### config.mk
export PLATFORM = sky130hd
export DESIGN_NAME = pcs_coast_ctrl
export DESIGN_NICKNAME = d
export VERILOG_FILES = /design/src/rtl/pcs_pkg.sv /design/src/rtl/pcs_pol_if.sv /design/src/rtl/pcs_pol_det.sv /design/src/rtl/pcs_coast_ctrl.sv
export SDC_FILE = /design/constraint.sdc
export NUM_CORES = 1
export LEC_CHECK = 0
export BUFFER_PORTS_ARGS = -buffer_cell sky130_fd_sc_hd__buf_2
export CORE_MARGIN = 5
export CORE_UTILIZATION = 50
export CTS_CLUSTER_DIAMETER = 40
export DETAILED_ROUTE_END_ITERATION = 8
export GPL_TIMING_DRIVEN = 0
export PLACE_DENSITY_LB_ADDON = 0.25
export SYNTH_ARGS = -nofsm -noshare
export SYNTH_HDL_FRONTEND = slang
export SYNTH_SLANG_ARGS = --single-unit
### constraint.sdc
create_clock -name hclk -period 4 [get_ports hclk]
set_clock_uncertainty 0.1 [all_clocks]
set_input_delay 0.6 -clock hclk [delete_from_list [all_inputs] [get_ports hclk]]
set_output_delay 0.6 -clock hclk [all_outputs]
set_load 0.005 [all_outputs]
### src/rtl/pcs_pkg.sv
// Notes on behaviour
// RULE_01: Bits 5:3 of the PLL configuration register pick the charge-pump current, 50 to 1500 microamps.
// RULE_02: While coast is active the PLL holds frequency and phase, and it tracks horizontal sync again after.
// RULE_03: Bit 5 of register 0Fh picks the external coast pin or the internal vertical sync as coast source.
// RULE_04: The internal coast source is vertical sync from the sync pin or from the sync separator.
// RULE_05: With vertical sync as source the window is widened by pre-coast and post-coast counts in 12h and 13h.
// RULE_06: An 11-bit counter measures horizontal sync pulses per frame, up to 2048 lines.
// RULE_07: From the measured frame the next vertical sync is predicted and coast starts up to 255 lines early.
// RULE_08: After vertical sync ends coast is held for the post-coast count of lines, up to 255.
// RULE_09: Coast polarity comes from duty cycle, mostly low gives 1 and mostly high gives 0, in bit 0 of 14h.
// RULE_10: A high sample-clock invert input inverts the converter sampling clock, a 180 degree shift.
// RULE_11: For alternate pixel sampling the controller halves the divider and toggles the invert input per frame.
// RULE_12: The controller changes the invert input only in vertical blanking.
// RULE_13: The top two bits of the PLL configuration register pick the VCO range.
// RULE_14: Internal coast is the OR of pre-coast window, corrected vertical sync and post-coast window per line.
package pcs_pkg;

  // Register indexes; byte address is four times the index
  localparam logic [5:0] IDX_PLL_CFG    = 6'h03;
  localparam logic [5:0] IDX_COAST_CFG  = 6'h0f;
  localparam logic [5:0] IDX_PRE_COAST  = 6'h12;
  localparam logic [5:0] IDX_POST_COAST = 6'h13;
  localparam logic [5:0] IDX_STATUS     = 6'h14;
  localparam logic [5:0] IDX_FRAME_LEN  = 6'h16;

  // Field positions
  localparam int VCO_MSB       = 7;
  localparam int VCO_LSB       = 6;
  localparam int PUMP_MSB      = 5;
  localparam int PUMP_LSB      = 3;
  localparam int COAST_SRC_BIT = 5;
  localparam int COAST_POL_BIT = 0;

  // Reset values
  localparam logic [7:0] RST_PLL_CFG    = 8'h48;
  localparam logic       RST_COAST_SRC  = 1'h0;
  localparam logic [7:0] RST_PRE_COAST  = 8'h00;
  localparam logic [7:0] RST_POST_COAST = 8'h00;
  localparam logic       RST_POLARITY   = 1'h1;

  // Charge-pump current in microamps, indexed by the 3-bit code
  localparam logic [7:0][10:0] PUMP_UA = {11'h5dc, 11'h2ee, 11'h1f4, 11'h15e,
                                          11'h0fa, 11'h096, 11'h064, 11'h032};

  // Pin positions in the synchroniser vector
  localparam int PIN_HSYNC   = 0;
  localparam int PIN_VSYNC   = 1;
  localparam int PIN_VSEP    = 2;
  localparam int PIN_VSEL    = 3;
  localparam int PIN_COAST   = 4;
  localparam int PIN_INVERT  = 5;
  localparam int PIN_COUNT   = 6;

  localparam int LINE_W = 11;

endpackage : pcs_pkg

### src/rtl/pcs_pol_if.sv
`timescale 1ns/1ps
interface pcs_pol_if;
  logic sample;
  logic polarity;
  modport det  (input sample, output polarity);
  modport user (output sample, input polarity);
endinterface : pcs_pol_if

### src/rtl/pcs_pol_det.sv
`timescale 1ns/1ps
// Duty-cycle polarity detector: over each window counts high samples
module pcs_pol_det #(
  parameter int WIN_LOG2 = 16
) (
  input wire logic   hclk,
  input wire logic   hresetn,
  pcs_pol_if.det     pol
);

  typedef struct packed {
    logic [WIN_LOG2-1:0] total;
    logic [WIN_LOG2:0]   high;
    logic                polarity;
  } pcs_det_s;

  pcs_det_s st_r;
  pcs_det_s st_nxt;

  localparam logic [WIN_LOG2:0] HALF = (WIN_LOG2+1)'(1) << (WIN_LOG2-1);

  always_comb
  begin
    st_nxt = st_r;
    st_nxt.high = st_r.high + (WIN_LOG2+1)'(pol.sample);
    st_nxt.total = st_r.total + WIN_LOG2'(1);
    if (&st_r.total)
    begin
      // Mostly low reads as positive
      st_nxt.polarity = (st_nxt.high < HALF); // RULE_09
      st_nxt.high = '0;
    end
  end

  always_ff @(posedge hclk or negedge hresetn)
  begin
    if (!hresetn)
    begin
      st_r <= '{total: '0, high: '0, polarity: pcs_pkg::RST_POLARITY};
    end
    else
    begin
      st_r <= st_nxt;
    end
  end

  assign pol.polarity = st_r.polarity;

endmodule : pcs_pol_det

### src/rtl/pcs_coast_ctrl.sv
// Decided for this implementation: register access over AHB-Lite and the register offsets.
`timescale 1ns/1ps
// PLL coast and sample-phase control with AHB-Lite register slave
module pcs_coast_ctrl #(
  parameter int POL_WIN_LOG2 = 16
) (
  input  wire logic        hclk,
  input  wire logic        hresetn,
  input  wire logic        hsel,
  input  wire logic [31:0] haddr,
  input  wire logic [1:0]  htrans,
  input  wire logic        hwrite,
  input  wire logic [2:0]  hsize,
  input  wire logic [31:0] hwdata,
  input  wire logic        hready,
  output logic             hreadyout,
  output logic             hresp,
  output logic [31:0]      hrdata,
  input  wire logic        hsync_ref,
  input  wire logic        vsync_pin,
  input  wire logic        vsync_sep,
  input  wire logic        vsync_sep_select,
  input  wire logic        coast_pin,
  input  wire logic        sample_clock_invert,
  output logic             pll_coast,
  output logic             pll_phase_track,
  output logic             adc_clock_invert,
  output logic [1:0]       vco_range,
  output logic [2:0]       pump_current,
  output logic [10:0]      pump_current_ua
);

  localparam int NP = pcs_pkg::PIN_COUNT;
  localparam int LW = pcs_pkg::LINE_W;

  typedef struct packed {
    logic [2:0][NP-1:0] sy;
    logic [NP-1:0]      pin;
    logic               hs_d;
    logic               vact_d;
    logic               dp;
    logic               dp_wr;
    logic [5:0]         dp_idx;
    logic               rdy;
    logic               resp;
    logic [31:0]        rdata;
    logic [7:0]         pll_cfg;
    logic               coast_ext;
    logic [7:0]         pre;
    logic [7:0]         post;
    logic [LW-1:0]      line_idx;
    logic [LW-1:0]      frame_last;
    logic               frame_ok;
    logic [7:0]         post_cnt;
    logic               coast_int;
    logic               coast;
    logic               track;
    logic               adc_inv;
    logic [1:0]         vco;
    logic [2:0]         pump;
    logic [10:0]        pump_ua;
  } pcs_top_s;

  pcs_top_s st_r;
  pcs_top_s st_nxt;

  pcs_pol_if coast_pol ();
  pcs_pol_if vsync_pol ();

  logic [NP-1:0] pins_raw;
  logic          vs_raw;
  logic          vact;
  logic          ext_act;
  logic          hs_edge;
  logic          pre_win;
  logic [LW:0]   reach;
  logic [31:0]   rd_mux;
  logic          vs_start;
  logic          vs_end;

  always_comb
  begin
    pins_raw = '0;
    pins_raw[pcs_pkg::PIN_HSYNC] = hsync_ref;
    pins_raw[pcs_pkg::PIN_VSYNC] = vsync_pin;
    pins_raw[pcs_pkg::PIN_VSEP]  = vsync_sep;
    pins_raw[pcs_pkg::PIN_VSEL]  = vsync_sep_select;
    pins_raw[pcs_pkg::PIN_COAST] = coast_pin;
    pins_raw[pcs_pkg::PIN_INVERT] = sample_clock_invert;
  end

  // Vertical sync from pin or from the separator, then polarity corrected
  assign vs_raw = st_r.pin[pcs_pkg::PIN_VSEL] ? st_r.pin[pcs_pkg::PIN_VSEP]
                                              : st_r.pin[pcs_pkg::PIN_VSYNC]; // RULE_04
  assign vact    = ~(vs_raw ^ vsync_pol.polarity);
  assign ext_act = ~(st_r.pin[pcs_pkg::PIN_COAST] ^ coast_pol.polarity);
  assign hs_edge = st_r.pin[pcs_pkg::PIN_HSYNC] & ~st_r.hs_d;

  assign coast_pol.sample = st_r.pin[pcs_pkg::PIN_COAST];
  assign vsync_pol.sample = vs_raw;

  pcs_pol_det #(
    .WIN_LOG2 (POL_WIN_LOG2)
  ) u_coast_pol (
    .hclk    (hclk),
    .hresetn (hresetn),
    .pol     (coast_pol.det)
  );

  pcs_pol_det #(
    .WIN_LOG2 (POL_WIN_LOG2)
  ) u_vsync_pol (
    .hclk    (hclk),
    .hresetn (hresetn),
    .pol     (vsync_pol.det)
  );

  // Line index plus pre-coast reaching the last line predicts next vsync;
  // the lines with index frame_last-pre .. frame_last-1 give exactly pre lines
  assign reach   = {1'b0, st_r.line_idx} + (LW+1)'(st_r.pre);
  assign pre_win = st_r.frame_ok && (st_r.pre != 8'h00) && !vact
                   && (reach >= {1'b0, st_r.frame_last}); // RULE_07
  assign vs_start = vact & ~st_r.vact_d;
  assign vs_end   = ~vact & st_r.vact_d;

  always_comb
  begin
    rd_mux = '0;
    unique case (st_r.dp_idx)
      pcs_pkg::IDX_PLL_CFG:    rd_mux[7:0] = {st_r.pll_cfg[7:3], 3'h0};
      pcs_pkg::IDX_COAST_CFG:  rd_mux[pcs_pkg::COAST_SRC_BIT] = st_r.coast_ext;
      pcs_pkg::IDX_PRE_COAST:  rd_mux[7:0] = st_r.pre;
      pcs_pkg::IDX_POST_COAST: rd_mux[7:0] = st_r.post;
      pcs_pkg::IDX_STATUS:     rd_mux[pcs_pkg::COAST_POL_BIT] = coast_pol.polarity; // RULE_09
      pcs_pkg::IDX_FRAME_LEN:  rd_mux[LW-1:0] = st_r.frame_last;
      default:                 rd_mux = '0;
    endcase
  end

  always_comb
  begin
    st_nxt = st_r;

    // Three-stage pin synchronisers; a change counts once stages two and three agree
    st_nxt.sy[0] = pins_raw;
    st_nxt.sy[1] = st_r.sy[0];
    st_nxt.sy[2] = st_r.sy[1];
    for (int i = 0; i < NP; i++)
    begin
      if (st_r.sy[1][i] == st_r.sy[2][i])
      begin
        st_nxt.pin[i] = st_r.sy[2][i];
      end
    end

    // Bus slave: one wait state per transfer so read data comes from a flop
    st_nxt.resp = 1'b0;
    if (st_r.dp && !st_r.rdy)
    begin
      st_nxt.rdy = 1'b1;
      st_nxt.dp  = 1'b0;
      if (st_r.dp_wr)
      begin
        unique case (st_r.dp_idx)
          pcs_pkg::IDX_PLL_CFG:    st_nxt.pll_cfg = {hwdata[7:3], 3'h0};
          pcs_pkg::IDX_COAST_CFG:  st_nxt.coast_ext = hwdata[pcs_pkg::COAST_SRC_BIT]; // RULE_03
          pcs_pkg::IDX_PRE_COAST:  st_nxt.pre = hwdata[7:0]; // RULE_05
          pcs_pkg::IDX_POST_COAST: st_nxt.post = hwdata[7:0]; // RULE_05
          default:                 st_nxt.rdy = 1'b1;
        endcase
      end
      else
      begin
        st_nxt.rdata = rd_mux;
      end
    end
    else if (hsel && htrans[1] && hready)
    begin
      st_nxt.dp     = 1'b1;
      st_nxt.dp_wr  = hwrite;
      st_nxt.dp_idx = haddr[7:2];
      st_nxt.rdy    = 1'b0;
    end

    // Line counting and coast windows advance on each horizontal sync edge
    st_nxt.hs_d = st_r.pin[pcs_pkg::PIN_HSYNC];
    if (hs_edge)
    begin
      st_nxt.vact_d = vact;
      if (vs_start)
      begin
        st_nxt.frame_last = st_r.line_idx; // RULE_06
        st_nxt.frame_ok   = 1'b1;
        st_nxt.line_idx   = '0;
      end
      else if (!(&st_r.line_idx))
      begin
        st_nxt.line_idx = st_r.line_idx + LW'(1); // RULE_06
      end
      if (vs_end)
      begin
        st_nxt.post_cnt = st_r.post; // RULE_08
      end
      else if (st_r.post_cnt != 8'h00)
      begin
        st_nxt.post_cnt = st_r.post_cnt - 8'h01; // RULE_08
      end
      st_nxt.coast_int = pre_win | vact | (st_nxt.post_cnt != 8'h00); // RULE_14
    end

    // Coast freezes the PLL; tracking resumes when it drops
    st_nxt.coast = st_r.coast_ext ? ext_act : st_r.coast_int; // RULE_03
    st_nxt.track = ~st_nxt.coast; // RULE_02
    st_nxt.adc_inv = st_r.pin[pcs_pkg::PIN_INVERT]; // RULE_10
    st_nxt.vco = st_r.pll_cfg[pcs_pkg::VCO_MSB:pcs_pkg::VCO_LSB]; // RULE_13
    st_nxt.pump = st_r.pll_cfg[pcs_pkg::PUMP_MSB:pcs_pkg::PUMP_LSB]; // RULE_01
    st_nxt.pump_ua = pcs_pkg::PUMP_UA[st_nxt.pump]; // RULE_01
  end

  always_ff @(posedge hclk or negedge hresetn)
  begin
    if (!hresetn)
    begin
      st_r            <= '0;
      st_r.rdy        <= 1'b1;
      st_r.pll_cfg    <= pcs_pkg::RST_PLL_CFG;
      st_r.coast_ext  <= pcs_pkg::RST_COAST_SRC;
      st_r.pre        <= pcs_pkg::RST_PRE_COAST;
      st_r.post       <= pcs_pkg::RST_POST_COAST;
      st_r.track      <= 1'b1;
      st_r.vco        <= pcs_pkg::RST_PLL_CFG[pcs_pkg::VCO_MSB:pcs_pkg::VCO_LSB];
      st_r.pump       <= pcs_pkg::RST_PLL_CFG[pcs_pkg::PUMP_MSB:pcs_pkg::PUMP_LSB];
      st_r.pump_ua    <= pcs_pkg::PUMP_UA[pcs_pkg::RST_PLL_CFG[pcs_pkg::PUMP_MSB:pcs_pkg::PUMP_LSB]];
    end
    else
    begin
      st_r <= st_nxt;
    end
  end

  assign hreadyout       = st_r.rdy;
  assign hresp           = st_r.resp;
  assign hrdata          = st_r.rdata;
  assign pll_coast       = st_r.coast;
  assign pll_phase_track = st_r.track;
  assign adc_clock_invert = st_r.adc_inv;
  assign vco_range       = st_r.vco;
  assign pump_current    = st_r.pump;
  assign pump_current_ua = st_r.pump_ua;

endmodule : pcs_coast_ctrl

== Word level (Yosys, flattened, before mapping) ==
Memory sizes are Yosys's and may differ from the RTL's. A register that Yosys moved wholly into a read port is not among the register bits.
Cells that the tools add are included.
Storage, ports and cells
  register bits: 176
  memories: 1
  input bits: 80
  memory bits (read-only): 88
Cells by class
  $lt $le $gt $ge: 3
  add/sub/neg operators: 7
  mux-type cells: 17
  bitwise operators: 14
  reductions and logical operators: 23
  eq/ne operators: 13
Memories
  (no name shown): words 8, width 11, rd ports 1, clocked after memory_dff 1, write ports 0, RTL line pcs_coast_ctrl.sv:217  | st_nxt.pump_ua = pcs_pkg::PUMP_UA[st_nxt.pump];
Operators with widths (number)
  $mux W18: 2
  $add A17 B1 Y17: 2
  $lt A17 B16 Y1 const B: 2
  $add A16 B1 Y16 const B: 2
  $reduce_and A16 Y1: 2
  $eq A6 B5 Y1 const B: 4
  $mux W8: 3
  $reduce_bool A8 Y1: 3
  $mux W11: 2
  $pmux W4 S4: 1
  $add A11 B8 Y12: 1
  $ge A12 B11 Y1: 1
  $reduce_and A3 Y1: 4
  $add A11 B1 Y11 const B: 1
  $reduce_and A11 Y1: 1
  $mux W9: 1
  $pmux W2 S4: 1
  $reduce_and A2 Y1: 4
  $sub A8 B1 Y8 const B: 1
  $not A1 Y1: 7
  $eq A1 B1 Y1: 6
  $eq A6 B2 Y1 const B: 1
  $eq A6 B4 Y1 const B: 1
  $logic_and A1 B1 Y1: 6
  other kinds (10): 18

== Longest topological paths before layout ==
Gate-level depths: netlist of the first run.
  word-level depth: 7
  gate-level depth with buffers: 14

== By module ==
Synthesis of the first run repeated with hierarchy kept, for this count alone.
Unflattened totals
  cell total of the unflattened synthesis: 842
  area total of the unflattened synthesis: 9087.5 µm²
Modules (own cells, without submodules)
  pcs_coast_ctrl: times used 1, cells each 558, area an instance 5977.0 µm²
  pcs_pol_det: times used 2, cells each 142, area an instance 1555.2 µm²

== Least setup slack after synthesis of the first run ==
No wires, ideal clock.
  path type: flip-flop to flip-flop
  start point: register st_r[40] (netlist name)
  end point: register st_r[19] (netlist name)
  path slack: 880 ps
  required time: 3755 ps
  library setup time: 145 ps
  buffers on the path: 0
  stages on the path, launching flop included: 15
  data arrival time: 2875 ps
  cells stage by stage: dfrtp_1 > ha_1 > fa_1 > a21o_1 > a21oi_1 > nor2b_1 > o31ai_1 > a21oi_1 > xor2_1 > ha_1 > o2111ai_1 > a2bb2oi_1 > a21oi_1 > nor3_1 > o211ai_1
Between the ends
  longest elaborated chain between the ends: 5
Ends and longest elaborated chain
  start: declaration: RTL line pcs_coast_ctrl.sv:64  | pcs_top_s st_r;
  start signal: assignment: RTL line pcs_coast_ctrl.sv:237  | st_r <= st_nxt;
  $add A11 B8 Y12: RTL line pcs_coast_ctrl.sv:120  | assign reach = {1'b0, st_r.line_idx} + (LW+1)'(st_r.pre);
  $ge A12 B11 Y1: RTL line pcs_coast_ctrl.sv:122  | && (reach >= {1'b0, st_r.frame_last});
  $logic_and A1 B1 Y1: RTL line pcs_coast_ctrl.sv:122
  $or A1 B1 Y1 (2 in series): RTL line pcs_coast_ctrl.sv:208  | st_nxt.coast_int = pre_win | vact | (st_nxt.post_cnt != 8'h00);
No other way between the ends.
A chain may end at the register's enable or synchronous reset.

== Worst setup path in the final report of the first run ==
Same ends and word-level chain as after synthesis.

==> metrics.csv, run 1 <==
stage,metric,value,unit
outcome,outcome,completed,
detailed_routing,Post-DRT Antenna Nets,0,
power,Clk pwr share,0.341,
cts,TritonCTS Sinks,186,
cts,# H-tree levels,4,
synth,"EDFF count, synth",0,
sta,relative slew slack,0.439,
detailed_routing,Via-to-Cell Ratio,5.11,
placement,Port-buffer cells,55,
sta,Final Hold Fails,0,
power,Pleak,4.83,nW
cts,total CTS buffers,17,
placement,Final GP Congestion,0.874,
cts,CTS tree,yes,
power,switching component of the power,1.46,mW
cells_and_area,Final Util,0.586,
synth,Synth warnings,0,
cells_and_area,nets,1028,
synth,post-synth cell types,67,
synth,syn avg cell area,10.9,um^2
detailed_routing,routed length per placed instance,13.7,um
cts,worst-skew pair later-pin latency,0.43,ns
synth,Seq cells post-synth,186,
sta,fin crit period,3.66,ns
floorplan,Die Y,144,um
critical_path,CP Class,reg -> reg,
detailed_routing,drt pass-1 iters,4,
power,sw frac,0.288,
sta,worst setup margin,0.342,ns
critical_path,Worst Path Required,4.19,ns
floorplan,Die Footprint,20600,um^2
detailed_routing,final wirelength,15800,um
placement,total placed cells including tap cells,1120,
placement,placed instance area,9590,um^2
synth,register area share after synthesis,0.524,
synth,largest cells by area after synthesis,"dfrtp_1 49%, mux2_2 4.8%, ha_1 4.6%, xnor2_1 4.2%, buf_4 4.1%",
sta,Worst-Margin Slew,0.833,ns
grt,largest net degree at the start of global routing,119,
critical_path,crit end category,flop,
sta,# setup viols final,0,
cells_and_area,layout cells sized above 1,0.227,
cts,Clock transition at path regs,0.07,ns
floorplan,num rows,48,
detailed_routing,DRC errors left,0,
cells_and_area,"non-filler cells, final",1152,
cells_and_area,Area growth syn-to-layout,14.5,%
sta,Max Clk Rate,273,MHz
synth,mapped cell area,8910,um^2
critical_path,CP Launch Type,flop,
placement,Setup WS pre-CTS,0.275,ns
sta,fin crit share,0.915,
grt,first-pass GRT wire length,27700,um
power,pwr dens,496,nW/um^2
grt,initial antenna violation count,0,
cells_and_area,# diodes,0,
synth,Async SR Flop Fraction,1.00,
placement,DP HPWL,11500,um
power,peak supply drop,357,uV
cts,# hold bufs at CTS,0,
grt,vias in the first global route,5818,
sta,Slew Limit Fails,0,
power,P_int,3.60,mW
power,Reg power frac,0.456,
cts,PostCTS Resize Cnt,0,
floorplan,Initial Utilization,0.512,
floorplan,die span in x,144,um
worst_hold_path,Worst Hold Class,in -> async,
run,number of max-cap violations,0,
floorplan,io pins,133,
synth,Yosys top cell by area,dfrtp_1,
cells_and_area,final instance area,10200,um^2
detailed_routing,initial DRC count,350,
synth,Synth top area share,0.491,
power,combinational power share,0.204,
detailed_routing,Vias,5886,
grt,total gr overflow,0,
grt,GR Util All Layers,0.165,
power,Power Total,5.06,mW
critical_path,Critical Path AT,3.84,ns
cts,deepest clock path buffer count,2,
floorplan,core area,17400,um^2
critical_path,CP Max Fanout,6,
synth,"Primary FF master, synth",dfrtp_1,
synth,Synth Instances,817,
cts,Post-CTS Setup Bufs,0,
cts,clock tree root buffer cell,clkbuf_16,
-- critical path, stage by stage, from the launching register on --
cell and delay (ns):
dfrtp_1 0.47, ha_1 0.28, fa_1 0.41, a21o_1 0.17, a21oi_1 0.21, nor2b_1 0.09, o31ai_1 0.35, a21oi_1 0.15
xor2_1 0.16, ha_1 0.31, o2111ai_1 0.10, a2bb2oi_1 0.20, a21oi_1 0.11, nor3_2 0.29, o211ai_1 0.12
-- cell type report --
class | count | area [um^2]
flip-flops and latches | 186 | 4670
plain buffers | 72 | 479
well taps | 225 | 282
clock buffers | 20 | 447
fillers | 1484 | 7210
inverters | 30 | 113
repair buffers | 56 | 313
multi-input cells | 551 | 3740
clock inverters | 12 | 164
-- cell families (layout without fill, tap and decap cells) --
kind of cell / Yosys count / after routing / synth area share
buffers and inverters: 102 / 190 / 0.0664
other: 1 / 23 / 0.000421
flip-flops: 186 / 186 / 0.524
multiplexers: 46 / 46 / 0.0580
AND/OR/NAND/NOR: 266 / 266 / 0.148
adder cells (fa/ha/maj): 40 / 40 / 0.0553
XOR/XNOR: 79 / 79 / 0.0776
AO/OA/AOI/OAI: 97 / 97 / 0.0710
-- cell usage in the layout (no fill, tap or decap), types with 5 or more instances in the layout --
master / n
clkbuf_1: 16
a21o_1: 5
and3_1: 16
clkbuf_16: 17
a21oi_1: 15
nand2b_1: 5
and2_1: 8
nor3_1: 18
nand2_1: 61
mux2i_1: 6
nor2b_1: 13
nand3_1: 37
ha_1: 33
mux2_2: 38
nand4_1: 17
o21ai_0: 37
conb_1: 23
maj3_1: 6
buf_2: 59
inv_1: 30
buf_4: 49
xor2_1: 36
or2_2: 5
nor2_1: 68
dfrtp_1: 175
xnor2_1: 43
dfstp_2: 11
-- worst paths after layout --
path	from	endpoint	cells after the start	slack, ns
setup / recovery	st_r[40]$_DFFE_PN0P_	st_r[19]$_DFFE_PN0P_	14	0.34
hold / removal	hresetn	u_vsync_pol.st_r[30]$_DFF_PN0_	1	0.004
max in group asynchronous	hresetn	coast_pol.sample$_DFFE_PN0N_	2	2.87
setup reg to reg	st_r[40]$_DFFE_PN0P_	st_r[19]$_DFFE_PN0P_	14	0.34
min in group hclk	sample_clock_invert	st_nxt[137]$_DFF_PN0_	1	0.18
hold reg to reg	st_nxt[136]$_DFF_PN0_	st_nxt[142]$_DFF_PN0_	0	0.25
-- state kept, by name, summed over array words and instances (netlist names), 2 cells and up --
signal / flops
st_r: 68
u_coast_pol.st_r: 33
u_vsync_pol.st_r: 33
st_nxt: 19
hrdata: 11
pump_current_ua: 10
pump_current: 3
vco_range: 2
-- cells in the mapped netlist, types with 2 or more instances --
master,count
nor3b_1,3
a211oi_1,2
xnor2_1,43
nor2_1,68
maj3_1,6
nor3_1,19
nand2_1,61
a32oi_1,3
dfstp_2,11
nand4_1,17
o31ai_1,3
o21ai_0,37
a21o_1,5
o22ai_1,2
o211ai_1,2
buf_4,49
a22oi_1,3
a222oi_1,4
a22o_1,4
or2_2,5
and3_1,16
and2_1,8
clkbuf_1,14
inv_1,30
ha_1,33
mux2i_1,6
a31oi_1,3
buf_2,5
xor2_1,36
nand2b_1,5
or2b_2,2
mux2_2,38
nor2b_1,13
o21a_1,2
a21oi_1,15
nand3_1,37
dfrtp_1,175
nor4_1,3
-- power groups by stage --
stage               combinational, mW  sequential [mW]  clock, mW
floorplan                       0.773             2.28          0
global placement                0.992             2.33          0
detailed placement               1.02             2.34          0
CTS                              1.03             2.31       1.77
global route                     1.18             2.34       1.85
finish                           1.03             2.31       1.72
-- per-stage QoR --
step	hold WS (ns)	TNS (ns)
4_1_cts	0.0272	0
6_report	0.00400	0
2_1_floorplan	0.204	0
5_1_grt	0.0464	-0.00853
3_5_place_dp	0.235	0
3_3_place_gp	0.232	-126.36
-- per-layer routing --
layer / share of wire / vias up / GRT usage
met2: 0.47 / 102 / 0.258
met5: 0 / - / 0
met4: 0.018 / 0 / 0.0639
met1: 0.47 / 2826 / 0.234
li1: - / 2937 / -
met3: 0.041 / 21 / 0.0273
Power figures use the tool's default switching activity.
==> run 2, diff against run 1 <==
==> constraint.sdc (replaced) <==
create_clock -name hclk -period 4.4 [get_ports hclk]
set_clock_uncertainty 0.1 [all_clocks]
set_input_delay 0.66 -clock hclk [delete_from_list [all_inputs] [get_ports hclk]]
set_output_delay 0.66 -clock hclk [all_outputs]
set_load 0.005 [all_outputs]
==> run 2 against run 1 <==
Net effect:
- non-clock buffer count unchanged
- worst hold slack improved by 0.057 ns
- setup slack improved by 0.30 ns
- global-route usage unchanged
- core utilization about the same
- sequential power decreased by 9.1%
- critical endpoint unchanged
==> metrics.csv, run 2 (same netlist as run 1, synthesis figures left out) <==
stage,metric,value,unit,change
sta,RSZ-0062 raised after global routing,no,,
cells_and_area,# diodes,0,,unchanged
sta,worst setup margin,0.642,ns,+0.300 ns
cells_and_area,max reg flops,68,,unchanged
placement,DP HPWL,11500,um,unchanged
cts,# H-tree levels,4,,unchanged
floorplan,Die Y,144,um,unchanged
critical_path,Critical Path AT,3.95,ns,+0.11 ns
cts,Post-CTS Setup Bufs,0,,unchanged
sta,Worst-Margin Slew,0.860,ns,+0.0265 ns
grt,GR Util All Layers,0.165,,unchanged
detailed_routing,Via-to-Cell Ratio,5.12,,+0.14%
cts,deepest clock path buffer count,2,,unchanged
floorplan,core area,17400,um^2,unchanged
cells_and_area,Area growth syn-to-layout,14.4,%,about the same
cells_and_area,largest registers in the final layout,"st_r x68, u_coast_pol.st_r x33, u_vsync_pol.st_r x33",,
cells_and_area,final instance area,10200,um^2,about the same
grt,largest net degree at the start of global routing,119,,unchanged
critical_path,CP Max Fanout,6,,unchanged
detailed_routing,initial DRC count,338,,-3.4%
detailed_routing,final wirelength,15900,um,+0.48%
floorplan,die span in x,144,um,unchanged
cts,PostCTS Resize Cnt,0,,unchanged
floorplan,Die Footprint,20600,um^2,unchanged
detailed_routing,Vias,5894,,+0.14%
run,number of max-cap violations,0,,unchanged
sta,Final Hold Fails,0,,unchanged
critical_path,crit end category,flop,,
sta,fin crit share,0.854,,-0.0604
cts,clock tree root buffer cell,clkbuf_16,,
placement,placed instance area,9590,um^2,unchanged
cells_and_area,nets,1028,,unchanged
sta,Slew Limit Fails,0,,unchanged
cts,Clock transition at path regs,0.07,ns,about the same
sta,# setup viols final,0,,unchanged
placement,Port-buffer cells,55,,unchanged
grt,vias in the first global route,5818,,unchanged
floorplan,io pins,133,,unchanged
sta,fin crit period,3.76,ns,+0.100 ns
cts,# hold bufs at CTS,0,,unchanged
critical_path,CP Launch Type,flop,,
sta,relative slew slack,0.422,,-0.0178
worst_hold_path,Worst Hold Class,in -> async,,
cts,total CTS buffers,17,,unchanged
sta,Max Clk Rate,266,MHz,-2.7%
outcome,outcome,completed,,
cells_and_area,Reg with most FFs,st_r,,
power,peak supply drop,328,uV,-8.3%
floorplan,Initial Utilization,0.512,,unchanged
grt,first-pass GRT wire length,27700,um,unchanged
grt,total gr overflow,0,,unchanged
grt,initial antenna violation count,0,,unchanged
detailed_routing,DRC errors left,0,,unchanged
placement,Setup WS pre-CTS,0.675,ns,+0.400 ns
detailed_routing,routed length per placed instance,13.8,um,+0.48%
critical_path,Worst Path Required,4.59,ns,+0.40 ns
detailed_routing,Post-DRT Antenna Nets,0,,unchanged
sta,hold slack,0.0609,ns,+0.0569 ns
cells_and_area,most frequent cells in the layout,"175 x dfrtp_1, 68 x nor2_1, 61 x nand2_1",,
cells_and_area,"commonest non-fill, non-tap cell in the layout",dfrtp_1,,
cts,CTS tree,yes,,
detailed_routing,drt pass-1 iters,5,,+1
cts,TritonCTS Sinks,186,,unchanged
cts,worst-skew pair later-pin latency,0.43,ns,about the same
floorplan,num rows,48,,unchanged
critical_path,CP Class,reg -> reg,,
power,Pleak,4.83,nW,about the same
placement,Final GP Congestion,0.874,,unchanged
power,pwr dens,450,nW/um^2,-9.2%
cells_and_area,layout cells sized above 1,0.225,,-0.00108
## run 2: cell type report
class,count,area (um^2)
Buffer,72,479
Timing Repair Buffer,56,313
Multi-Input combinational cell,551,3740
Inverter,30,113
Clock inverter,12,164
Clock buffer,20,447
Fill cell,1484,7220
Sequential cell,186,4670
Tap cell,225,282
## run 2: power by group
group / switching, mW / internal, mW
clock: 0.650 / 0.918
combinational: 0.489 / 0.440
sequential: 0.187 / 1.91
total: 1.33 / 3.27
## run 2: metal layers
metal / wire [um] / global-route usage / vias to the layer above
li1: - / - / 2936
met1: 7510 / 0.234 / 2814
met2: 7410 / 0.258 / 124
met3: 694 / 0.0273 / 20
met4: 259 / 0.0639 / 0
met5: 0 / 0 / -
## run 2: final timing paths
kind	from	endpoint	slack [ns]	cells past startpoint
setup / recovery	st_r[40]$_DFFE_PN0P_	st_r[19]$_DFFE_PN0P_	0.64	14
hold / removal	hresetn	u_vsync_pol.st_r[30]$_DFF_PN0_	0.06	1
setup reg to reg	st_r[40]$_DFFE_PN0P_	st_r[19]$_DFFE_PN0P_	0.64	14
hold reg to reg	st_nxt[136]$_DFF_PN0_	st_nxt[142]$_DFF_PN0_	0.25	0
max in group asynchronous	hresetn	coast_pol.sample$_DFFE_PN0N_	3.20	2
min in group hclk	sample_clock_invert	st_nxt[137]$_DFF_PN0_	0.24	1
## run 2: critical path: stages, from the launching register on
cell and delay, ns:
dfrtp_1 0.47, ha_1 0.28, fa_1 0.41, a21o_1 0.17
a21oi_1 0.21, nor2b_1 0.09, o31ai_1 0.35, a21oi_1 0.15
xor2_1 0.16, ha_1 0.31, o2111ai_1 0.10, a2bb2oi_1 0.20
a21oi_1 0.10, nor3_1 0.38, o211ai_1 0.13
## run 2: metrics by stage
stage / setup TNS, ns / total power, mW / util / std cells
6_report: 0 / 4.59 / 0.586 / 1152
5_1_grt: 0 / 4.86 / 0.586 / 1152
4_1_cts: 0 / 4.64 / 0.586 / 1152
3_5_place_dp: 0 / 3.05 / 0.551 / 1120
3_3_place_gp: -66.86 / 3.02 / 0.548 / 1119
2_1_floorplan: 0 / 2.78 / - / 839
==> run 3, diff against run 2 <==
--- a/config.mk
+++ b/config.mk
@@ -10,7 +10,6 @@
 export CORE_UTILIZATION = 50
 export CTS_CLUSTER_DIAMETER = 40
 export DETAILED_ROUTE_END_ITERATION = 8
-export GPL_TIMING_DRIVEN = 0
 export PLACE_DENSITY_LB_ADDON = 0.25
 export SYNTH_ARGS = -nofsm -noshare
 export SYNTH_HDL_FRONTEND = slang
==> run 3 against run 2 <==
Net effect:
- worst hold slack improved by 0.16 ns
- critical path type unchanged
- design area down 4.7%
- cell count fell by 5.9%
- sequential power about the same
- flip-flop and latch count unchanged
- clock power shrank 4%
- largest power group unchanged
- wire length hardly changed
- register-to-register slack better by 0.17 ns
==> metrics.csv, run 3 (same netlist as run 1, synthesis figures left out) <==
stage,metric,value,unit,change
outcome,outcome,completed,,
critical_path,CP bufs+invs,0,,unchanged
worst_hold_path,Worst Hold Class,in -> async,,
critical_path,Max stage delay on crit path,0.46,ns,about the same
critical_path,Worst Reg2Reg Path Length in Cells,14,,unchanged
sta,fin crit period,3.58,ns,-0.174 ns
grt,total gr overflow,0,,unchanged
critical_path,crit-path most repeated cell,a21oi_1,,
grt,GR Util All Layers,0.165,,-0.000625
sta,Max Clk Rate,279,MHz,+4.9%
detailed_routing,routed length per placed instance,14.6,um,+6.2%
floorplan,Initial Utilization,0.512,,unchanged
floorplan,io pins,133,,unchanged
grt,largest net degree at the start of global routing,116,,-2.5%
critical_path,reg2reg end,st_r[19]$_DFFE_PN0P_,,
detailed_routing,DRC errors left,0,,unchanged
cells_and_area,max reg flops,68,,unchanged
cts,# hold bufs at CTS,0,,unchanged
sta,Worst-Margin Slew,0.913,ns,+0.0529 ns
sta,RSZ-0062 raised after global routing,no,,
cells_and_area,largest registers in the final layout,"st_r x68, u_coast_pol.st_r x33, u_vsync_pol.st_r x33",,
cells_and_area,Area growth syn-to-layout,9.08,%,
critical_path,CP Class,reg -> reg,,
sta,fin crit share,0.815,,-0.0396
cells_and_area,Reg with most FFs,st_r,,
sta,worst setup margin,0.816,ns,+0.174 ns
cells_and_area,# diodes,0,,unchanged
power,Pleak,4.52,nW,-6.4%
cells_and_area,most frequent cells in the layout,"175 x dfrtp_1, 68 x nor2_1, 61 x nand2_1",,
grt,vias in the first global route,5680,,-2.4%
cts,deepest clock path buffer count,2,,unchanged
detailed_routing,final wirelength,15900,um,about the same
critical_path,Critical Path AT,3.77,ns,-0.18 ns
critical_path,crit path from,st_r[40]$_DFFE_PN0P_,,
cells_and_area,nets,960,,-6.6%
power,peak supply drop,348,uV,+6.4%
grt,first-pass GRT wire length,27300,um,-1.2%
detailed_routing,Post-DRT Antenna Nets,0,,unchanged
floorplan,num rows,48,,unchanged
power,pwr dens,460,nW/um^2,+2.1%
floorplan,Die Y,144,um,unchanged
cells_and_area,"non-filler cells, final",1084,,-5.9%
sta,# setup viols final,0,,unchanged
placement,Final GP Congestion,0.876,,+0.22%
cells_and_area,layout cells sized above 1,0.183,,-0.0427
cells_and_area,Final Util,0.558,,-0.0274
placement,Port-buffer cells,55,,unchanged
sta,Slew Limit Fails,0,,unchanged
cts,clock tree root buffer cell,clkbuf_16,,
sta,Final Hold Fails,0,,unchanged
critical_path,Worst path top cell family by delay,compound AO/OA/AOI/OAI gates,,
sta,relative slew slack,0.391,,-0.0300
placement,total placed cells including tap cells,1052,,-6.1%
cts,# H-tree levels,4,,unchanged
critical_path,crit end category,flop,,
critical_path,Reg-to-Reg Start,st_r[40]$_DFFE_PN0P_,,
cts,PostCTS Resize Cnt,0,,unchanged
cts,worst-skew pair later-pin latency,0.43,ns,about the same
critical_path,r2r setup slk,0.82,ns,+0.17 ns
floorplan,core area,17400,um^2,unchanged
cts,CTS tree,yes,,
placement,Setup WS pre-CTS,0.829,ns,+0.154 ns
detailed_routing,Vias,5700,,-3.3%
cts,total CTS buffers,17,,unchanged
critical_path,CP Launch Type,flop,,
cells_and_area,"commonest non-fill, non-tap cell in the layout",dfrtp_1,,
critical_path,CP Max Fanout,6,,unchanged
cts,TritonCTS Sinks,186,,unchanged
sta,Setup TNS,0,ns,unchanged
sta,hold slack,0.216,ns,+0.156 ns
cts,Clock transition at path regs,0.07,ns,about the same
grt,initial antenna violation count,0,,unchanged
placement,placed instance area,9140,um^2,-4.7%
run,number of max-cap violations,0,,unchanged
cells_and_area,final instance area,9720,um^2,-4.7%
cts,Post-CTS Setup Bufs,0,,unchanged
critical_path,Worst Path Required,4.59,ns,about the same
detailed_routing,drt pass-1 iters,5,,unchanged
power,Power Total,4.47,mW,-2.7%
placement,DP HPWL,11100,um,-2.8%
critical_path,Critical Path Slowest Stage Cell,dfrtp_1,,
floorplan,die span in x,144,um,unchanged
detailed_routing,initial DRC count,330,,-2.4%
detailed_routing,Via-to-Cell Ratio,5.26,,+2.8%
critical_path,cells along the critical path,ha_1 -> fa_1 -> a21o_1 -> a21oi_1 -> nor2b_1 -> o31ai_1 -> a21oi_1 -> xor2_1 -> ha_1 -> o2111ai_1 -> a2bb2oi_1 -> a21oi_1 -> nor3_1 -> o211ai_1,,
floorplan,Die Footprint,20600,um^2,unchanged
run 3: worst reg2reg max path: stages, from the launching register on:
cell and delay, ns:
dfrtp_1 0.46, ha_1 0.28, fa_1 0.42, a21o_1 0.17
a21oi_1 0.21, nor2b_1 0.09, o31ai_1 0.36, a21oi_1 0.13
xor2_1 0.16, ha_1 0.30, o2111ai_1 0.10, a2bb2oi_1 0.18
a21oi_1 0.08, nor3_1 0.28, o211ai_1 0.12
run 3: report_power, final:
group / switching (mW) / total (mW) / internal [mW]
Combinational: 0.434 / 0.829 / 0.395
Sequential: 0.218 / 2.13 / 1.91
Clock: 0.654 / 1.51 / 0.859
run 3: worst max path at each step:
stage | to | depth (start not counted)
after floorplan | st_r[19]$_DFFE_PN0P_ | 14
after global placement | st_r[19]$_DFFE_PN0P_ | 14
after detailed placement | st_r[19]$_DFFE_PN0P_ | 14
after CTS | st_r[19]$_DFFE_PN0P_ | 14
after global routing | st_r[19]$_DFFE_PN0P_ | 14
final | st_r[19]$_DFFE_PN0P_ | 14
run 3: cell type report:
cell class                      instances  area, um^2
Fill cell                            1564        7690
Sequential cell                       186        4670
Multi-Input combinational cell        551        3740
Clock buffer                           20         447
Timing Repair Buffer                   60         334
Tap cell                              225         282
Clock inverter                         12         139
Inverter                               30         113
run 3: layer usage:
metal,track usage,vias up,part of all wire
met5,0,-,0
met4,0.0624,0,0.018
met1,0.228,2764,0.47
met2,0.260,122,0.47
met3,0.0309,21,0.045
li1,-,2793,-
